$ cat config.mk
export PLATFORM = sky130hd
export DESIGN_NAME = oscillator_switch_control
export DESIGN_NICKNAME = d
export VERILOG_FILES = /design/src/pkg/osc_switch_pkg.sv /design/src/hdl/unlock_seq.sv /design/src/hdl/oscillator_switch_control.sv
export SDC_FILE = /design/constraint.sdc
export NUM_CORES = 1
export LEC_CHECK = 0
export ABC_CLOCK_PERIOD_IN_PS = 2900
export CAP_MARGIN = 20
export CORE_ASPECT_RATIO = 1.25
export CORE_MARGIN = 4
export CORE_UTILIZATION = 55
export CTS_CLUSTER_DIAMETER = 100
export DETAILED_ROUTE_END_ITERATION = 6
export DONT_BUFFER_PORTS = 1
export MAX_ROUTING_LAYER = met4
export PLACE_DENSITY = 0.76
export SETUP_SLACK_MARGIN = 0.2
export SLEW_MARGIN = 20
export SYNTH_ARGS = -nofsm -noshare
export SYNTH_HDL_FRONTEND = slang
export SYNTH_SLANG_ARGS = --single-unit
$ cat constraint.sdc
create_clock -name clk_i -period 2.9 [get_ports clk_i]
set_input_delay 0.58 -clock clk_i [delete_from_list [all_inputs] [get_ports clk_i]]
set_output_delay 0.58 -clock clk_i [all_outputs]
set_load 0.05 [all_outputs]
$ cat src/pkg/osc_switch_pkg.sv
// constants shared by the oscillator switch control block
// assumes a 32-bit classic wishbone register port, byte addressed
package osc_switch_pkg;
	// register byte offsets
	localparam logic [7:0]  OSC_CTRL_OFFSET   = 8'h00;
	localparam logic [7:0]  UNLOCK_KEY_OFFSET = 8'h04;
	localparam logic [7:0]  OSC_STATUS_OFFSET = 8'h08;
	// oscillator_control field positions
	localparam int          SWITCH_REQ_BIT    = 0;
	localparam int          SEC_OSC_EN_BIT    = 1;
	localparam int          USB_FRC_SEL_BIT   = 2;
	localparam int          NEW_OSC_LSB       = 8;
	localparam int          NEW_OSC_W         = 3;
	// status field positions
	localparam int          STAT_UNLOCKED_BIT = 0;
	localparam int          STAT_PENDING_BIT  = 1;
	localparam int          STAT_CUR_OSC_LSB  = 4;
	// values after reset
	localparam logic [2:0]  CTRL_BITS_RESET   = 3'h0;
	localparam logic [2:0]  NEW_OSC_RESET     = 3'h0;
	localparam logic [2:0]  CUR_OSC_RESET     = 3'h0;
	// unlock keys, written in order to the key register
	localparam logic [31:0] UNLOCK_KEY_FIRST  = 32'h5A5A_1234;
	localparam logic [31:0] UNLOCK_KEY_SECOND = 32'hA5A5_4321;
	localparam logic [3:0]  SEL_ALL           = 4'hF;
	// stages of the ready-pin synchroniser
	localparam int          SYNC_STAGES       = 3;
endpackage

$ cat src/hdl/unlock_seq.sv
// unlock sequence tracker for the protected control register
// assumes one write strobe per accepted bus write, same clock
`timescale 1ns/10ps
module unlock_seq (
	input  wire logic        clk_i,
	input  wire logic        rst_i,
	input  wire logic        ce_i,
	input  wire logic        wr_i,
	input  wire logic        key_wr_i,
	input  wire logic [31:0] key_data_i,
	input  wire logic        consume_i,
	output logic             unlocked_o
);
	typedef enum logic [1:0] {LOCKED, HALF, OPEN} unlock_state_t;
	unlock_state_t state_reg;
	unlock_state_t state_next;
	wire first_key  = key_wr_i && key_data_i == osc_switch_pkg::UNLOCK_KEY_FIRST;
	wire second_key = key_wr_i && key_data_i == osc_switch_pkg::UNLOCK_KEY_SECOND;

	// in HALF a first key holds, a second key opens, any other write relocks; consuming write relocks
	always_comb begin
		state_next = state_reg;
		unique case (state_reg)
			LOCKED: if (first_key) state_next = HALF;
			HALF: if (wr_i) state_next = second_key ? OPEN : (first_key ? HALF : LOCKED);
			OPEN: if (consume_i) state_next = LOCKED;
		endcase
	end

	always_ff @(posedge clk_i) begin
		if (rst_i)
			state_reg <= LOCKED;
		else if (ce_i)
			state_reg <= state_next;
	end

	assign unlocked_o = state_reg == OPEN;
endmodule

$ cat src/hdl/oscillator_switch_control.sv
// oscillator control register with protected write path and switch sequencer
// assumes classic wishbone master on clk_i; osc_ready_i is asynchronous
`timescale 1ns/10ps
// How it works
// - usb_fast_rc_select high routes usb clock from internal fast rc, else primary/pll.
// - secondary oscillator runs exactly while its enable bit is one.
// - writing one to switch request starts a switch to new_osc_select, unless an earlier switch is still waiting for ready.
// - switch request reads one while pending, hardware clears it at completion.
// - control register writes are accepted only after the unlock key sequence.
module oscillator_switch_control (
	input  wire logic        clk_i,
	input  wire logic        rst_i,
	input  wire logic        ce_i,
	input  wire logic        cyc_i,
	input  wire logic        stb_i,
	input  wire logic        we_i,
	input  wire logic [7:0]  adr_i,
	input  wire logic [3:0]  sel_i,
	input  wire logic [31:0] dat_i,
	output logic      [31:0] dat_o,
	output logic             ack_o,
	input  wire logic        osc_ready_i,
	output logic             usb_clk_fast_rc_o,
	output logic             sec_osc_enable_o,
	output logic             switch_busy_o,
	output logic      [2:0]  target_osc_o,
	output logic      [2:0]  sys_clk_src_o
);
	typedef enum logic {SW_IDLE, SW_WAIT} switch_state_t;

	logic          ack_reg;
	logic [31:0]   dat_reg;
	logic          usb_frc_reg;
	logic          sec_osc_reg;
	logic          switch_req_reg;
	logic [2:0]    new_osc_reg;
	logic [2:0]    target_reg;
	logic [2:0]    cur_osc_reg;
	logic [2:0]    ready_sync_reg;
	logic          ready_reg;
	switch_state_t sw_state_reg;
	switch_state_t sw_state_next;
	logic          unlocked;

	// field picked out of a write word once, used in two places
	function automatic logic [2:0] new_osc_field(input logic [31:0] word);
		return word[osc_switch_pkg::NEW_OSC_LSB +: osc_switch_pkg::NEW_OSC_W];
	endfunction

	// bus decode
	wire        bus_req   = cyc_i && stb_i;
	wire        wr_take   = bus_req && we_i && ack_reg;
	wire [5:0]  word_adr  = adr_i[7:2];
	wire        hit_ctrl  = word_adr == osc_switch_pkg::OSC_CTRL_OFFSET[7:2];
	wire        hit_key   = word_adr == osc_switch_pkg::UNLOCK_KEY_OFFSET[7:2];
	wire        hit_stat  = word_adr == osc_switch_pkg::OSC_STATUS_OFFSET[7:2];
	wire        key_wr    = wr_take && hit_key && sel_i == osc_switch_pkg::SEL_ALL;
	wire        ctrl_wr   = wr_take && hit_ctrl;
	wire        ctrl_ok   = ctrl_wr && unlocked;
	wire        low_wr    = ctrl_ok && sel_i[0];
	wire        high_wr   = ctrl_ok && sel_i[1];
	wire        start_req = low_wr && dat_i[osc_switch_pkg::SWITCH_REQ_BIT];
	wire        done      = sw_state_reg == SW_WAIT && ready_reg;
	wire        can_start = sw_state_reg == SW_IDLE || done;
	wire        start     = start_req && can_start;
	wire [2:0]  wr_new_osc = new_osc_field(dat_i);

	// ready counts once the last two stages agree
	wire        ready_next = (ready_sync_reg[1] == ready_sync_reg[2]) ? ready_sync_reg[2]
		: ready_reg;

	wire [31:0] ctrl_view = {16'h0000, 5'h00, new_osc_reg, 5'h00, usb_frc_reg,
		sec_osc_reg, switch_req_reg};
	wire [31:0] stat_view = {24'h000000, 1'b0, cur_osc_reg, 2'b00,
		switch_req_reg, unlocked};
	wire [31:0] rd_mux = hit_ctrl ? ctrl_view : (hit_stat ? stat_view : 32'h0000_0000);

	// any control write relocks, so a stray write cannot leave the gate open
	unlock_seq u_unlock (
		.clk_i      (clk_i),
		.rst_i      (rst_i),
		.ce_i       (ce_i),
		.wr_i       (wr_take),
		.key_wr_i   (key_wr),
		.key_data_i (dat_i),
		.consume_i  (ctrl_wr),
		.unlocked_o (unlocked)
	);

	always_comb begin
		sw_state_next = sw_state_reg;
		unique case (sw_state_reg)
			SW_IDLE: if (start) sw_state_next = SW_WAIT;
			SW_WAIT: if (done && !start) sw_state_next = SW_IDLE;
		endcase
	end

	// single-cycle ack, dropped the cycle after it is given
	always_ff @(posedge clk_i) begin
		if (rst_i) begin
			ack_reg <= 1'b0;
			dat_reg <= 32'h0000_0000;
		end else if (ce_i) begin
			ack_reg <= bus_req && !ack_reg;
			if (bus_req && !ack_reg)
				dat_reg <= rd_mux;
		end
	end

	// protected fields; a locked write falls through untouched
	always_ff @(posedge clk_i) begin
		if (rst_i) begin
			usb_frc_reg <= osc_switch_pkg::CTRL_BITS_RESET[osc_switch_pkg::USB_FRC_SEL_BIT];
			sec_osc_reg <= osc_switch_pkg::CTRL_BITS_RESET[osc_switch_pkg::SEC_OSC_EN_BIT];
			new_osc_reg <= osc_switch_pkg::NEW_OSC_RESET;
		end else if (ce_i) begin
			if (low_wr) begin
				usb_frc_reg <= dat_i[osc_switch_pkg::USB_FRC_SEL_BIT];
				sec_osc_reg <= dat_i[osc_switch_pkg::SEC_OSC_EN_BIT];
			end
			if (high_wr)
				new_osc_reg <= wr_new_osc;
		end
	end

	// new request in the completion cycle wins over the hardware clear
	always_ff @(posedge clk_i) begin
		if (rst_i) begin
			switch_req_reg <= osc_switch_pkg::CTRL_BITS_RESET[osc_switch_pkg::SWITCH_REQ_BIT];
			target_reg     <= osc_switch_pkg::CUR_OSC_RESET;
			cur_osc_reg    <= osc_switch_pkg::CUR_OSC_RESET;
			sw_state_reg   <= SW_IDLE;
		end else if (ce_i) begin
			sw_state_reg <= sw_state_next;
			if (done)
				cur_osc_reg <= target_reg;
			if (start) begin
				switch_req_reg <= 1'b1;
				target_reg     <= high_wr
					? wr_new_osc
					: new_osc_reg;
			end else if (done) begin
				switch_req_reg <= 1'b0;
			end
		end
	end

	// first stage may go metastable; only stages two and three are judged
	always_ff @(posedge clk_i) begin
		if (rst_i) begin
			ready_sync_reg <= 3'h0;
			ready_reg      <= 1'b0;
		end else if (ce_i) begin
			ready_sync_reg <= {ready_sync_reg[1:0], osc_ready_i};
			ready_reg      <= ready_next;
		end
	end

	// outputs straight from flops, no decode glitches toward the clock tree
	assign ack_o             = ack_reg;
	assign dat_o             = dat_reg;
	assign usb_clk_fast_rc_o = usb_frc_reg;
	assign sec_osc_enable_o  = sec_osc_reg;
	assign switch_busy_o     = switch_req_reg;
	assign target_osc_o      = target_reg;
	assign sys_clk_src_o     = cur_osc_reg;
endmodule

Yosys cells after proc, flatten, opt, wreduce, memory -nomap -nowiden. Index checks and enable logic that the tools add are counted.

Register bits: 52. Input port bits: 51. Output and inout port bits: 42. Logic and storage cells: 67.

Eq/ne operators: 11. Mux-type cells: 14. Bitwise logic cells: 1. Reductions and logical operators: 29.

Operator list (count): 32-bit by 31-bit equality test with 1-bit output (second input constant) (1); 32-bit equality test (second input constant) (1); 1-bit logical AND (16); 2-bit AND reduction (6); 11-bit 2-to-1 mux (1); 2-bit 2-to-1 mux (4); 7-bit 2-to-1 mux (1); 6-bit by 1-bit equality test with 1-bit output (second input constant) (1); 6-bit by 2-bit equality test with 1-bit output (second input constant) (1); 6-bit logical NOT (1); 2-bit case mux with 3 select lines (1); 1-bit 2-to-1 mux (5); 4-bit equality test (second input constant) (1); 2-bit by 1-bit inequality test with 1-bit output (second input constant) (2); 4-bit AND reduction (1); 3-bit 2-to-1 mux (1); 2-bit by 1-bit equality test with 1-bit output (second input constant) (1); 2-bit equality test (second input constant) (1); 1-bit logical NOT (2); 2-bit logical NOT (1); 2-bit inequality test (second input constant) (1); 1-bit case mux with 2 select lines (1); 2-bit nonzero test (1); 1-bit equality test (1); 2 further kinds (2).

Logic depth before layout (Yosys ltp).
Word-level depth: 12. Gate-level depth with buffers: 7. Mapped depth without buffers: 7.

Modules after synthesis. From an unflattened synthesis, not the netlist that was laid out.

Cells, all modules: 199. Area, all modules: 1677.9 sq um.

By module, submodules not included: oscillator_switch_control (instances 1, cells an instance 158, area an instance 1337.5 sq um, seq. area each 540.5 sq um); unlock_seq (instances 1, cells an instance 41, area an instance 340.3 sq um, seq. area each 40.0 sq um).

Worst setup path before layout. OpenSTA, ideal clock, no wires.

Path kind: input to register. Start: input port adr_i[5]. End: register target_reg[0] (netlist: target_osc_o[0]). Setup time: 0.074 ns. Arrival: 2.122 ns. Required time: 2.826 ns. Path slack: 0.704 ns. Stages: 6. Buffers on the path: 1. Cells stage by stage: or4_1 > buf_2 > nor4_4 > and4_1 > o21ai_0 > a31oi_1.

Longest elaborated chain between the ends: 7. Elaborated cells on any way between the ends: 9. Classes of those cells: mux (1); reduce/logical (8).

Ends and longest elaborated chain: from (decl) (RTL line oscillator_switch_control.sv:17) `input wire logic [7:0] adr_i,`; 6-bit logical NOT * (RTL line oscillator_switch_control.sv:54) `wire hit_ctrl = word_adr == osc_switch_pkg::OSC_CTRL_OFFSET[7:2];`; 1-bit logical AND * (RTL line oscillator_switch_control.sv:58) `wire ctrl_wr = wr_take && hit_ctrl;`; 1-bit logical AND * (RTL line oscillator_switch_control.sv:59) `wire ctrl_ok = ctrl_wr && unlocked;`; 1-bit logical AND (RTL line oscillator_switch_control.sv:60) `wire low_wr = ctrl_ok && sel_i[0];`; 1-bit logical AND (RTL line oscillator_switch_control.sv:62) `wire start_req = low_wr && dat_i[osc_switch_pkg::SWITCH_REQ_BIT];`; 1-bit logical AND (RTL line oscillator_switch_control.sv:65) `wire start = start_req && can_start;`; 2-bit AND reduction (no line); to (signal assigned) (RTL line oscillator_switch_control.sv:130) `target_reg <= osc_switch_pkg::CUR_OSC_RESET;`; to (signal assigned) (RTL line oscillator_switch_control.sv:139) `target_reg <= high_wr`; to (decl) (RTL line oscillator_switch_control.sv:37) `logic [2:0] target_reg;`.

Mark *: on every way between the ends. The rest lies on a longest branch, timed or not. A chain may end at the register's enable or synchronous reset.

Worst setup path after layout.
Start: register ack_reg (netlist: ack_o). End: register target_reg[1] (netlist: target_osc_o[1]).

Longest elaborated chain between the ends: 7. Elaborated cells on any way between the ends: 9. Classes of those cells: mux (1); reduce/logical (8).

Ends and longest elaborated chain: from (decl) (RTL line oscillator_switch_control.sv:31) `logic ack_reg;`; from (signal assigned) (RTL line oscillator_switch_control.sv:104) `ack_reg <= bus_req && !ack_reg;`; 1-bit logical AND * (RTL line oscillator_switch_control.sv:52) `wire wr_take = bus_req && we_i && ack_reg;`; 1-bit logical AND * (RTL line oscillator_switch_control.sv:58); 1-bit logical AND * (RTL line oscillator_switch_control.sv:59); 1-bit logical AND (RTL line oscillator_switch_control.sv:60); 1-bit logical AND (RTL line oscillator_switch_control.sv:62); 1-bit logical AND (RTL line oscillator_switch_control.sv:65); 2-bit AND reduction (no line).

Marked as above.

==> metrics <==
Hold Crit Class input pin to register; layout cells sized above 1 5.10%; Final nets 250; fin cells 230; final period utilization 75.5%; number of global-route vias before repair 1388; YS warnings 0; Slew Limit Fails 0; remaining antenna violation count after routing 0; Synth top area share 35.2%; largest net degree at the start of global routing 26; setup TNS 0 ps; Final WS setup 710 ps; Flop pwr share 54.9%; Max Fclk 457 MHz; clock latency on the worst-skew pair 330 ps; Pre-antenna DRT Iters 4; Hold-fix buffers, CTS 0; Post-synth ARST share 0%; port bufs 0; Setup Fix Bufs, Post-CTS 0; top cells by count, synth dfxtp_1, buf_4, nor2_1; placed cell areas 1580 sq um; cts repair resizes 0; DP Wirelength 3290 microns; Die W 57.0 microns; Critical Path Sink Type register; Die ar. 3940 sq um; synthesized area per cell 8.41 sq um; Tmin final 2190 ps; PwrDens 451 nW/um^2; reported net switching power 0.209 mW; status finished clean; final instance area 1630 sq um; CTS Buffer Depth 2; crit path DAT 2400 ps; core area 2790 sq um; Vias 1393; post-place setup slack 447 ps; Worst Tran Pin Value 636 ps; Tot GR Track Use 21.2%; total of max-cap violations 0; Pint 0.526 mW; VDD IR max 0.361 mV; Worst-path clk slew 90 ps; Clock power frac 33.0%; root buf cell clkbuf_4; n_diodes 0; Rel. slew slack 57.5%; starting density of the core 59.2%; RSZ-0062 raised after global routing no; number of synthesized flops with an enable pin 0; reg-to-reg slack, setup 710 ps; Worst Setup Start Kind register; drt via density 6.06; ranking of synthesized cells by area dfxtp_1, buf_4, mux2i_1; leakage 0.643 nW; CTS H-tree lvls 2; clk sinks 29; cell taking the most area after synthesis dfxtp_1; synthesized instance count 196; initial antenna violation count 0; gpl congestion 0.919; placed cells 223; worst clock skew 7.77 ps; switching share of power 28.4%; # setup viols final 0; CP cell instances nand4_1, nor4_4, nand2_1, nor2_1, a31oi_1; Post-synth top flop dfxtp_1; CP Class register to register; post-synth cell types 35; Largest register FFs 9; first-pass GRT wire length 6420 microns; count of final hold-check violations 0; number of synthesized register bits 29; cell area after synthesis 1650 sq um; Total Routed Length 4050 microns; most common cell in the synthesized netlist dfxtp_1; cell row count 21; slowest CP cell dfxtp_1; Worst Path Required 3110 ps; Die H 69.2 microns; total power 0.736 mW; Comb power frac 12.1%; synth-to-layout area growth -0.986%; IO Pins 93; routed len/inst 17.6 microns; Critical Path Max Stage Delay 740 ps; CTS tree built; grt ovf 0; initial DRC count 84; worst-path fanout max 8; Num CTS Buffers 5; Seq/Total Area, Yosys 35.2%; DR DRC count 0
-- layer usage --
metal	track usage (%)	wire (microns)	part of all wire (%)	up-vias
li1	-	-	-	659
met1	22.5	1430	35	652
met2	35.6	2100	52	74
met3	7.26	446	11	8
met4	8.51	63	1.6	0
met5	-	0	0	-
-- cell type report --
| type | count | area (sq um) |
|---|---|---|
| multi-input cells | 155 | 936 |
| inverters | 5 | 18.8 |
| clock buffers | 7 | 55.1 |
| fillers | 279 | 1150 |
| well taps | 34 | 42.5 |
| flip-flops and latches | 29 | 581 |
-- kinds of logic (layout without fill, tap and decap cells) --
| group | count (synthesis) | after routing | synth area share (%) |
|---|---|---|---|
| AO/OA/AOI/OAI | 27 | 27 | 9.94 |
| flip-flops | 29 | 29 | 35.2 |
| other | 1 | 23 | 0.227 |
| AND/OR/NAND/NOR | 88 | 88 | 30.8 |
| adder cells (fa/ha/maj) | 3 | 3 | 2.28 |
| buffers and inverters | 34 | 12 | 13.1 |
| multiplexers | 14 | 14 | 8.50 |
-- worst paths after layout --
check / start / to / depth (start not counted)
max: ack_o / target_osc_o[1] / 5
max reg2reg: ack_o / target_osc_o[1] / 5
min: rst_i / ack_o / 1
min reg2reg: ready_sync_reg[2] / ready_reg / 2
-- power groups by stage --
stage | clock network [mW] | registers [mW] | logic (mW)
floorplan | 0 | 0.412 | 0.116
global placement | 0 | 0.413 | 0.0871
detailed placement | 0 | 0.413 | 0.0881
CTS | 0.250 | 0.404 | 0.0882
global route | 0.270 | 0.404 | 0.0931
finish | 0.243 | 0.404 | 0.0893
-- stage by stage --
stage	hold WS (ps)	utilization, %
floorplan	436	-
global placement	437	56.6
detailed placement	452	56.6
CTS	304	58.6
global route	295	58.6
finish	315	58.6
-- critical path: cells and delay by family (launching register included) --
family | cells | cell delay, ps
flip-flops | 1 | 740
AO/OA/AOI/OAI | 1 | 110
AND/OR/NAND/NOR | 4 | 1220
-- placed cells by master, fill, tap and decap left out, drive strengths merged, types with 2 or more instances in the layout --
master / n
nand3: 10
a21oi: 10
and2: 3
mux2i: 14
conb: 23
nand2b: 2
clkbuf: 7
ha: 3
or2: 2
dfxtp: 29
or4: 2
nand2: 16
nand4: 4
nand4b: 5
a22oi: 4
nor2: 22
nor4: 5
nor4bb: 6
nor3: 3
o21ai: 6
a31oi: 3
inv: 5
and4: 3
Power figures use the tool's default switching activity.
